## src/hdl/serr_gate_pkg.sv

```systemverilog
// constants for the system-error message gate
package serr_gate_pkg;
   // ----------------------------------------
   // register map (byte addresses)
   // ----------------------------------------
   localparam int ADDR_W = 12;
   localparam logic [11:0] ERR_EN_IDX = 12'h0CB;
   localparam logic [11:0] ERR_EN_ADDR = {ERR_EN_IDX[9:0], 2'b00};
   localparam logic [11:0] F0_CMD_ADDR = 12'h000;
   localparam logic [11:0] F0_STS_ADDR = 12'h004;
   localparam logic [11:0] BR_CMD_ADDR = 12'h100;
   localparam logic [11:0] BR_STS_ADDR = 12'h104;
   localparam logic [11:0] BR_CTL_ADDR = 12'h108;
   localparam logic [11:0] BR_ERR_ADDR = 12'h10C;
   localparam logic [11:0] PEND_ADDR = 12'h200;
   // ----------------------------------------
   // field positions and reset values
   // ----------------------------------------
   localparam int SYSERR_EN_BIT = 8;
   localparam int STS_SIG_SERR_BIT = 14;
   localparam int STS_RX_TABORT_BIT = 12;
   localparam int STS_PARITY_BIT = 15;
   localparam int BCTL_PARITY_SERR_BIT = 2;
   localparam int BERR_TABORT_BIT = 0;
   localparam int REFRESH_BIT = 5;
   localparam int HUB_TABORT_BIT = 4;
   localparam int LOCK_BIT = 3;
   localparam int OUT_APER_BIT = 2;
   localparam int INV_AGP_BIT = 1;
   localparam int BAD_ENTRY_BIT = 0;
   localparam logic [7:0] ERR_EN_RST = 8'h00;
   localparam logic [7:0] ERR_EN_MASK = 8'h3F;
   localparam logic [31:0] LEGACY_LO = 32'h000A0000;
   localparam logic [31:0] LEGACY_HI = 32'h00100000;
   localparam logic [1:0] RESP_OKAY = 2'h0;
   localparam logic [1:0] RESP_DECERR = 2'h3;
   // ----------------------------------------
   // message sources, lowest code wins
   // ----------------------------------------
   localparam int NUM_SRC = 7;
   localparam int SRC_W = 3;
   typedef enum logic [2:0] {
      SRC_REFRESH = 3'h0,
      SRC_HUB_TABORT = 3'h1,
      SRC_LOCK = 3'h2,
      SRC_APERTURE = 3'h3,
      SRC_BAD_ENTRY = 3'h4,
      SRC_BR_PARITY = 3'h5,
      SRC_BR_TABORT = 3'h6
   } src_type;
   typedef enum logic {
      ST_IDLE = 1'b0,
      ST_SEND = 1'b1
   } state_type;
endpackage

```

## src/hdl/serr_error_message_gating.sv

```systemverilog
// error-event gate that raises system-error messages on the hub link
//
// Local design decision: the AXI4-Lite register port.
`timescale 1ns/10ps
// Behaviour
// - errors reported only as hub messages
// - send needs global and event enable
// - one occurrence gives exactly one message
// - enable register, offset CBh, reset 00h (the code maps it at byte address 32Ch)
// - bit 5 reports refresh overrun
// - graphics-space enable acts as bit 5
// - bit 4 reports hub target abort
// - bit 3 reports locked non-DRAM access
// - bit 2 reports access outside aperture
// - bit 1 reports outside, legacy or above top
// - bit 0 reports invalid translation entry
// - events set status 14, abort sets 12
// - bridge parity gated, sets status 14, 15
// - bridge abort gated, sets status 14, 12
// - bridge global enable off blocks bridge messages
module serr_error_message_gating (
   // clock and reset
   input wire logic CLK,
   input wire logic SRST,
   // register bus write
   input wire logic [11:0] AWADDR,
   input wire logic AWVALID,
   output logic AWREADY,
   input wire logic [31:0] WDATA,
   input wire logic [3:0] WSTRB,
   input wire logic WVALID,
   output logic WREADY,
   output logic [1:0] BRESP,
   output logic BVALID,
   input wire logic BREADY,
   // register bus read
   input wire logic [11:0] ARADDR,
   input wire logic ARVALID,
   output logic ARREADY,
   output logic [31:0] RDATA,
   output logic [1:0] RRESP,
   output logic RVALID,
   input wire logic RREADY,
   // error events
   input wire logic AGP_MODE,
   input wire logic GFX_REFRESH_REPORT_EN,
   input wire logic REFRESH_OVERRUN,
   input wire logic HUB_TARGET_ABORT,
   input wire logic LOCKED_NON_DRAM,
   input wire logic OUTSIDE_APERTURE,
   input wire logic [31:0] AGP_ACCESS_ADDR,
   input wire logic [31:0] TOP_OF_MEMORY,
   input wire logic BAD_TRANSLATION_ENTRY,
   input wire logic BRIDGE_PARITY_ERROR,
   input wire logic BRIDGE_TARGET_ABORT,
   // hub message port
   output logic SERR_MSG_VALID,
   output logic [2:0] SERR_MSG_SOURCE,
   input wire logic SERR_MSG_READY
);
   logic [7:0] error_report_enable_q;
   logic f0_serr_en_q;
   logic f0_sig_serr_q;
   logic f0_rx_tabort_q;
   logic br_serr_en_q;
   logic br_parity_en_q;
   logic br_tabort_en_q;
   logic br_sig_serr_q;
   logic br_parity_q;
   logic br_rx_tabort_q;
   logic [6:0] pend_q;
   logic [6:0] pend_d;
   logic [6:0] fire;
   logic [6:0] sent;
   logic [7:0] en_eff;
   logic aw_have_q;
   logic aw_have_d;
   logic w_have_q;
   logic w_have_d;
   logic [11:0] awaddr_q;
   logic [31:0] wdata_q;
   logic [3:0] wstrb_q;
   logic do_write;
   logic [31:0] rd_word;
   logic rd_ok;

   function automatic logic mapped(input logic [11:0] a);
      return a == serr_gate_pkg::ERR_EN_ADDR || a == serr_gate_pkg::F0_CMD_ADDR
         || a == serr_gate_pkg::F0_STS_ADDR || a == serr_gate_pkg::BR_CMD_ADDR
         || a == serr_gate_pkg::BR_STS_ADDR || a == serr_gate_pkg::BR_CTL_ADDR
         || a == serr_gate_pkg::BR_ERR_ADDR || a == serr_gate_pkg::PEND_ADDR;
   endfunction

   function automatic logic bad_range(input logic [31:0] a, input logic [31:0] tom);
      return (a >= serr_gate_pkg::LEGACY_LO && a < serr_gate_pkg::LEGACY_HI) || a >= tom;
   endfunction

   function automatic logic wr_to(input logic [11:0] a);
      return do_write && awaddr_q == a;
   endfunction

   // ----------------------------------------
   // event gating
   // ----------------------------------------
   always_comb begin
      en_eff = AGP_MODE ? error_report_enable_q : 8'h00;
      fire = '0;
      fire[serr_gate_pkg::SRC_REFRESH] = REFRESH_OVERRUN && f0_serr_en_q
         && (en_eff[serr_gate_pkg::REFRESH_BIT] || GFX_REFRESH_REPORT_EN);
      fire[serr_gate_pkg::SRC_HUB_TABORT] = HUB_TARGET_ABORT && f0_serr_en_q
         && en_eff[serr_gate_pkg::HUB_TABORT_BIT];
      fire[serr_gate_pkg::SRC_LOCK] = LOCKED_NON_DRAM && f0_serr_en_q
         && en_eff[serr_gate_pkg::LOCK_BIT];
      fire[serr_gate_pkg::SRC_APERTURE] = OUTSIDE_APERTURE && f0_serr_en_q
         && (en_eff[serr_gate_pkg::OUT_APER_BIT]
         || (en_eff[serr_gate_pkg::INV_AGP_BIT]
         && bad_range(AGP_ACCESS_ADDR, TOP_OF_MEMORY)));
      fire[serr_gate_pkg::SRC_BAD_ENTRY] = BAD_TRANSLATION_ENTRY && f0_serr_en_q
         && en_eff[serr_gate_pkg::BAD_ENTRY_BIT];
      fire[serr_gate_pkg::SRC_BR_PARITY] = BRIDGE_PARITY_ERROR && br_serr_en_q
         && br_parity_en_q;
      fire[serr_gate_pkg::SRC_BR_TABORT] = BRIDGE_TARGET_ABORT && br_serr_en_q
         && br_tabort_en_q;
   end

   // ----------------------------------------
   // pending messages
   // ----------------------------------------
   always_comb begin
      pend_d = (pend_q & ~sent) | fire;
      if (!f0_serr_en_q) begin
         pend_d[4:0] = 5'h00;
      end
      if (!br_serr_en_q) begin
         pend_d[6:5] = 2'h0;
      end
   end

   always_ff @(posedge CLK) begin
      if (SRST) begin
         pend_q <= '0;
      end else begin
         pend_q <= pend_d;
      end
   end

   serr_msg_sender #(
      .NUM_SRC(serr_gate_pkg::NUM_SRC),
      .SRC_W(serr_gate_pkg::SRC_W)
   ) u_sender (
      .clk(CLK),
      .srst(SRST),
      .pending(pend_q),
      .msg_ready(SERR_MSG_READY),
      .msg_valid(SERR_MSG_VALID),
      .msg_src(SERR_MSG_SOURCE),
      .sent(sent)
   );

   // ----------------------------------------
   // write channel capture
   // ----------------------------------------
   assign do_write = aw_have_q && w_have_q && !BVALID;
   assign aw_have_d = (AWVALID && AWREADY) || (aw_have_q && !do_write);
   assign w_have_d = (WVALID && WREADY) || (w_have_q && !do_write);

   always_ff @(posedge CLK) begin
      if (SRST) begin
         aw_have_q <= 1'b0;
         w_have_q <= 1'b0;
         AWREADY <= 1'b0;
         WREADY <= 1'b0;
         awaddr_q <= '0;
         wdata_q <= '0;
         wstrb_q <= '0;
      end else begin
         aw_have_q <= aw_have_d;
         w_have_q <= w_have_d;
         AWREADY <= !aw_have_d;
         WREADY <= !w_have_d;
         if (AWVALID && AWREADY) begin
            awaddr_q <= AWADDR;
         end
         if (WVALID && WREADY) begin
            wdata_q <= WDATA;
            wstrb_q <= WSTRB;
         end
      end
   end

   always_ff @(posedge CLK) begin
      if (SRST) begin
         BVALID <= 1'b0;
         BRESP <= serr_gate_pkg::RESP_OKAY;
      end else if (do_write) begin
         BVALID <= 1'b1;
         BRESP <= mapped(awaddr_q) ? serr_gate_pkg::RESP_OKAY : serr_gate_pkg::RESP_DECERR;
      end else if (BREADY) begin
         BVALID <= 1'b0;
      end
   end

   // ----------------------------------------
   // enable registers
   // ----------------------------------------
   always_ff @(posedge CLK) begin
      if (SRST) begin
         error_report_enable_q <= serr_gate_pkg::ERR_EN_RST;
      end else if (wr_to(serr_gate_pkg::ERR_EN_ADDR) && wstrb_q[0] && AGP_MODE) begin
         error_report_enable_q <= wdata_q[7:0] & serr_gate_pkg::ERR_EN_MASK;
      end
   end

   always_ff @(posedge CLK) begin
      if (SRST) begin
         f0_serr_en_q <= 1'b0;
         br_serr_en_q <= 1'b0;
         br_parity_en_q <= 1'b0;
         br_tabort_en_q <= 1'b0;
      end else begin
         if (wr_to(serr_gate_pkg::F0_CMD_ADDR) && wstrb_q[1]) begin
            f0_serr_en_q <= wdata_q[serr_gate_pkg::SYSERR_EN_BIT];
         end
         if (wr_to(serr_gate_pkg::BR_CMD_ADDR) && wstrb_q[1]) begin
            br_serr_en_q <= wdata_q[serr_gate_pkg::SYSERR_EN_BIT];
         end
         if (wr_to(serr_gate_pkg::BR_CTL_ADDR) && wstrb_q[0]) begin
            br_parity_en_q <= wdata_q[serr_gate_pkg::BCTL_PARITY_SERR_BIT];
         end
         if (wr_to(serr_gate_pkg::BR_ERR_ADDR) && wstrb_q[0]) begin
            br_tabort_en_q <= wdata_q[serr_gate_pkg::BERR_TABORT_BIT];
         end
      end
   end

   // ----------------------------------------
   // status flags, set wins over clear
   // ----------------------------------------
   always_ff @(posedge CLK) begin
      if (SRST) begin
         f0_sig_serr_q <= 1'b0;
         f0_rx_tabort_q <= 1'b0;
      end else begin
         if (wr_to(serr_gate_pkg::F0_STS_ADDR) && wstrb_q[1]) begin
            if (wdata_q[serr_gate_pkg::STS_SIG_SERR_BIT]) begin
               f0_sig_serr_q <= 1'b0;
            end
            if (wdata_q[serr_gate_pkg::STS_RX_TABORT_BIT]) begin
               f0_rx_tabort_q <= 1'b0;
            end
         end
         if (|fire[4:0]) begin
            f0_sig_serr_q <= 1'b1;
         end
         if (fire[serr_gate_pkg::SRC_HUB_TABORT]) begin
            f0_rx_tabort_q <= 1'b1;
         end
      end
   end

   always_ff @(posedge CLK) begin
      if (SRST) begin
         br_sig_serr_q <= 1'b0;
         br_parity_q <= 1'b0;
         br_rx_tabort_q <= 1'b0;
      end else begin
         if (wr_to(serr_gate_pkg::BR_STS_ADDR) && wstrb_q[1]) begin
            if (wdata_q[serr_gate_pkg::STS_SIG_SERR_BIT]) begin
               br_sig_serr_q <= 1'b0;
            end
            if (wdata_q[serr_gate_pkg::STS_PARITY_BIT]) begin
               br_parity_q <= 1'b0;
            end
            if (wdata_q[serr_gate_pkg::STS_RX_TABORT_BIT]) begin
               br_rx_tabort_q <= 1'b0;
            end
         end
         if (|fire[6:5]) begin
            br_sig_serr_q <= 1'b1;
         end
         if (fire[serr_gate_pkg::SRC_BR_PARITY]) begin
            br_parity_q <= 1'b1;
         end
         if (fire[serr_gate_pkg::SRC_BR_TABORT]) begin
            br_rx_tabort_q <= 1'b1;
         end
      end
   end

   // ----------------------------------------
   // read channel
   // ----------------------------------------
   always_comb begin
      rd_word = '0;
      rd_ok = 1'b1;
      unique case (ARADDR)
         serr_gate_pkg::ERR_EN_ADDR: rd_word[7:0] = en_eff;
         serr_gate_pkg::F0_CMD_ADDR: rd_word[serr_gate_pkg::SYSERR_EN_BIT] = f0_serr_en_q;
         serr_gate_pkg::F0_STS_ADDR: begin
            rd_word[serr_gate_pkg::STS_SIG_SERR_BIT] = f0_sig_serr_q;
            rd_word[serr_gate_pkg::STS_RX_TABORT_BIT] = f0_rx_tabort_q;
         end
         serr_gate_pkg::BR_CMD_ADDR: rd_word[serr_gate_pkg::SYSERR_EN_BIT] = br_serr_en_q;
         serr_gate_pkg::BR_STS_ADDR: begin
            rd_word[serr_gate_pkg::STS_SIG_SERR_BIT] = br_sig_serr_q;
            rd_word[serr_gate_pkg::STS_PARITY_BIT] = br_parity_q;
            rd_word[serr_gate_pkg::STS_RX_TABORT_BIT] = br_rx_tabort_q;
         end
         serr_gate_pkg::BR_CTL_ADDR: rd_word[serr_gate_pkg::BCTL_PARITY_SERR_BIT] = br_parity_en_q;
         serr_gate_pkg::BR_ERR_ADDR: rd_word[serr_gate_pkg::BERR_TABORT_BIT] = br_tabort_en_q;
         serr_gate_pkg::PEND_ADDR: rd_word[6:0] = pend_q;
         default: rd_ok = 1'b0;
      endcase
   end

   always_ff @(posedge CLK) begin
      if (SRST) begin
         ARREADY <= 1'b0;
         RVALID <= 1'b0;
         RDATA <= '0;
         RRESP <= serr_gate_pkg::RESP_OKAY;
      end else if (ARVALID && ARREADY) begin
         ARREADY <= 1'b0;
         RVALID <= 1'b1;
         RDATA <= rd_word;
         RRESP <= rd_ok ? serr_gate_pkg::RESP_OKAY : serr_gate_pkg::RESP_DECERR;
      end else if (RVALID && RREADY) begin
         RVALID <= 1'b0;
         ARREADY <= 1'b1;
      end else if (!RVALID) begin
         ARREADY <= 1'b1;
      end
   end
endmodule // serr_error_message_gating

```

## src/hdl/serr_msg_sender.sv

```systemverilog
// one-at-a-time sender of pending error messages
`timescale 1ns/10ps
module serr_msg_sender #(
   parameter int NUM_SRC = 7,
   parameter int SRC_W = 3
) (
   // clock and reset
   input wire logic clk,
   input wire logic srst,
   // pending sources and link side
   input wire logic [NUM_SRC-1:0] pending,
   input wire logic msg_ready,
   output logic msg_valid,
   output logic [SRC_W-1:0] msg_src,
   output logic [NUM_SRC-1:0] sent
);
   serr_gate_pkg::state_type state_q;

   function automatic logic [SRC_W-1:0] pick(input logic [NUM_SRC-1:0] p);
      logic [SRC_W-1:0] r;
      r = '0;
      for (int i = NUM_SRC - 1; i >= 0; i--) begin
         if (p[i]) begin
            r = SRC_W'(i);
         end
      end
      return r;
   endfunction

   // ----------------------------------------
   // offer, hold until taken
   // ----------------------------------------
   always_ff @(posedge clk) begin
      if (srst) begin
         state_q <= serr_gate_pkg::ST_IDLE;
         msg_valid <= 1'b0;
         msg_src <= '0;
      end else begin
         unique case (state_q)
            serr_gate_pkg::ST_IDLE: begin
               if (|pending) begin
                  msg_src <= pick(pending);
                  msg_valid <= 1'b1;
                  state_q <= serr_gate_pkg::ST_SEND;
               end
            end
            serr_gate_pkg::ST_SEND: begin
               if (msg_ready) begin
                  msg_valid <= 1'b0;
                  state_q <= serr_gate_pkg::ST_IDLE;
               end
            end
         endcase
      end
   end

   always_comb begin
      sent = '0;
      if (msg_valid && msg_ready) begin
         sent[msg_src] = 1'b1;
      end
   end
endmodule // serr_msg_sender

```

## config.mk

```make
export PLATFORM = sky130hd
export DESIGN_NAME = serr_error_message_gating
export DESIGN_NICKNAME = d
export VERILOG_FILES = /design/src/hdl/serr_gate_pkg.sv /design/src/hdl/serr_error_message_gating.sv /design/src/hdl/serr_msg_sender.sv
export SDC_FILE = /design/constraint.sdc
export NUM_CORES = 1
export LEC_CHECK = 0
export BUFFER_PORTS_ARGS = -buffer_cell sky130_fd_sc_hd__buf_2
export CAP_MARGIN = 20
export CORE_MARGIN = 8
export CORE_UTILIZATION = 42
export DETAILED_ROUTE_END_ITERATION = 10
export GPL_ROUTABILITY_DRIVEN = 0
export HOLD_SLACK_MARGIN = 0.08
export MAX_ROUTING_LAYER = met4
export PLACE_DENSITY = 0.76
export SYNTH_ARGS = -nofsm -noshare
export SYNTH_HDL_FRONTEND = slang
export SYNTH_SLANG_ARGS = --single-unit
```

## constraint.sdc

```tcl
create_clock -name CLK -period 1.83 [get_ports CLK]
set_input_delay 0.0915 -clock CLK [delete_from_list [all_inputs] [get_ports CLK]]
set_output_delay 0.0915 -clock CLK [all_outputs]
set_load 0.005 [all_outputs]
```

==> impl_metrics.env <==
export IMPL_timing_fmax_ghz=0.489
export IMPL_layout_nets=858
export IMPL_report_final_setup_viol=16
export IMPL_cellLeakagePower_nw=2.53
export IMPL_tritoncts_num_buffers=9
export IMPL_cell_internal_pwr_mw=2.80
export IMPL_drt_wl_total_um=11500
export IMPL_power_share_switching_pct=24.9
export IMPL_route_vias_total=4112
export IMPL_ant_nets=0
export IMPL_layout_min_cycle_time_ns=2.05
export IMPL_via_count_of_the_first_global_routing_pass=4085
export IMPL_io_pins=186
export IMPL_finish_cell_count_without_fillers=802
export IMPL_top_flip_flop_cell_by_instance_count_after_synthesis="sky130_fd_sc_hd__dfxtp_1"
export IMPL_routedWlPerCell_um=14.4
export IMPL_grt_setup_unrepaired="true"
export IMPL_fin_ws_ns=-0.216
export IMPL_yosysSeqAreaShare_pct=35.9
export IMPL_chipHeight_um=113
export IMPL_holdWs_ns=0.105
export IMPL_global_route_usage_total_pct=18.0
export IMPL_cts_root_to_sink_buffers=2
export IMPL_grt_max_degree=32
export IMPL_post_route_cells_drive_above_1_share_pct=26.5
export IMPL_flow_area_growth_from_synthesis_pct=35.7
export IMPL_initial_core_util_pct=43.0
export IMPL_hp_class="input port to register"
export IMPL_irDropWorstVdd_mv=0.492
export IMPL_synth_area_per_cell_um2=7.80
export IMPL_remaining_drc_errors=0
export IMPL_numPlacedInstances=747
export IMPL_outcome="finished with violations"
export IMPL_async_flop_share_pct=0
export IMPL_worst_path_max_fanout=5
export IMPL_clock_insertion_delay_worst_skew_ns=0.35
export IMPL_failed_checks="setup timing"
export IMPL_placeableCoreArea_um2=9200
export IMPL_synthesis_instances=507
export IMPL_synth_edf_count=0
export IMPL_power_density_nw_per_um2=694
export IMPL_min_period_over_period_pct=112
export IMPL_post_dp_hpwl_um=8910
export IMPL_report_final_hold_viol_count=0
export IMPL_clk_transition_reported_paths_ns=0.08
export IMPL_port_buffers=140
export IMPL_synth_area_um2=3960
export IMPL_detail_route_first_pass_iterations=5
export IMPL_report_final_slew_viol_count=0
export IMPL_ys_types=45
export IMPL_die_w_um=113
export IMPL_p_comb_share_pct=16.0
export IMPL_crit_type="register to register"
export IMPL_power_frac_seq_pct=43.6
export IMPL_final_setup_skew_ns=0.0142
export IMPL_clock_sink_count=71
export IMPL_cts_tree="done"
export IMPL_drt_first_iter_violations=167
export IMPL_layout_cells_most_common="sky130_fd_sc_hd__buf_2"
export IMPL_worst_ep_arrival_time_ns=2.27
export IMPL_globalRouteOverflowTotal=0
export IMPL_power_frac_clock_pct=40.4
export IMPL_synth_warnings=0
export IMPL_first_pass_grt_wire_length_um=18600
export IMPL_worstSetupEndpointType="register"
export IMPL_startpoint_type="register"
export IMPL_cts_max_level=3
export IMPL_ctsRootBufferMaster="sky130_fd_sc_hd__clkbuf_8"
export IMPL_fp_dieArea_um2=12800
export IMPL_final_util_pct=58.4
export IMPL_via_per_inst=5.13
export IMPL_critical_path_required_ns=2.05
export IMPL_post_place_ws_ns=-0.220
export IMPL_final_cell_mix="sky130_fd_sc_hd__buf_2 (140), sky130_fd_sc_hd__nand2_1 (75), sky130_fd_sc_hd__dfxtp_1 (70)"
export IMPL_floorplan_rows=35
export IMPL_antenna_found_initial=1
export IMPL_timing_max_cap_violations=0
export IMPL_yosys_register_bits=71
export IMPL_p_switching_mw=0.927
critical path, stage by stage, from the launching register on:
cell and delay, ns:
sky130_fd_sc_hd__dfxtp_2 0.33, sky130_fd_sc_hd__or4_4 0.53, sky130_fd_sc_hd__or3_4 0.37, sky130_fd_sc_hd__nor4_4 0.14
sky130_fd_sc_hd__buf_4 0.18, sky130_fd_sc_hd__nand3_2 0.10, sky130_fd_sc_hd__o21ai_1 0.18, sky130_fd_sc_hd__a31oi_1 0.09
metrics by stage:
stage	instance area [µm²]	TNS, ns	power, mW
floorplan	4040	-0.237	1.96
global placement	4710	-0.930	2.13
detailed placement	4710	-1.42	2.16
CTS	5310	-1.48	3.72
global route	5370	-3.94	3.90
finish	5370	-2.70	3.73
area by class of cell:
type                       instances  area [µm²]
inverter                          39         146
multi-input combinational        377        2270
fill                             836        3830
clock inverter                     7         121
tap                              111         139
antenna                            1        2.50
timing repair buffer             187        1140
clock buffer                       9         124
sequential                        71        1420
routing by layer:
| metal | wire length, µm | up-vias | GRT usage (%) |
|---|---|---|---|
| met5 | 0 | - | - |
| met4 | 119 | 0 | 4.44 |
| met1 | 4660 | 1881 | 19.8 |
| li1 | - | 2076 | - |
| met2 | 5860 | 142 | 31.2 |
| met3 | 883 | 13 | 5.43 |
power by group through the flow:
stage,Clock (mW),Combinational [mW],Sequential [mW]
6_report,1.51,0.595,1.62
5_1_grt,1.60,0.669,1.63
4_1_cts,1.53,0.563,1.62
3_5_place_dp,0,0.496,1.66
3_3_place_gp,0,0.476,1.66
2_1_floorplan,0,0.310,1.65
cell usage after synthesis (4+ instances only):
master                     number  area, µm²
sky130_fd_sc_hd__a21oi_1       59        295
sky130_fd_sc_hd__and2_1         4       25.0
sky130_fd_sc_hd__inv_1         39        146
sky130_fd_sc_hd__o21ai_0       13       65.1
sky130_fd_sc_hd__nor2b_1        6       37.5
sky130_fd_sc_hd__o31ai_1        5       37.5
sky130_fd_sc_hd__ha_1          32        400
sky130_fd_sc_hd__clkbuf_1      16       60.1
sky130_fd_sc_hd__nand3_1       18       90.1
sky130_fd_sc_hd__a22oi_1        4       30.0
sky130_fd_sc_hd__nand2b_1       9       56.3
sky130_fd_sc_hd__nor2_1        43        161
sky130_fd_sc_hd__mux2i_1       11        110
sky130_fd_sc_hd__nand4_1       11       68.8
sky130_fd_sc_hd__o211ai_1       4       30.0
sky130_fd_sc_hd__dfxtp_1       71       1420
sky130_fd_sc_hd__a221oi_1       5       43.8
sky130_fd_sc_hd__nand3b_1       4       30.0
sky130_fd_sc_hd__nor4_1         7       43.8
sky130_fd_sc_hd__nor3_1        16       80.1
sky130_fd_sc_hd__nand2_1       75        282
sky130_fd_sc_hd__buf_4         23        173
cell families after synthesis:
kind of cell / Yosys count / synth area share (%)
adder cells (fa/ha/maj): 32 / 10.1
AO/OA/AOI/OAI: 105 / 15.6
flip-flops: 71 / 35.9
buffers and inverters: 79 / 9.71
AND/OR/NAND/NOR: 206 / 25.2
other: 1 / 0.0948
multiplexers: 13 / 3.35
flip-flops by register name, summed over array words and instances, names as in the netlist, 2 cells and up:
signal and cells:
RDATA 11, wstrb_q 2, u_sender.msg_src 3, error_report_enable_q 6
awaddr_q 12, pend_q 7, wdata_q 10
timing repair:
action,CTS,global route
hold buffers,32,0
endpoints found under the hold margin,35,0
setup buffers,2,4
endpoints found under the setup margin,9,16
pin swaps,5,4
resized for setup,6,7
final timing paths:
check	from	end	slack [ns]	cells past startpoint
worst max register to register	awaddr_q[11]	br_sig_serr_q	-0.22	7
worst min register to register	RDATA[6]	RDATA[6]	0.46	2
worst max-delay path	awaddr_q[11]	br_sig_serr_q	-0.22	7
worst min-delay path	SERR_MSG_READY	u_sender.state_q	0.11	3
No activity file was read; power rests on OpenSTA's default activity.
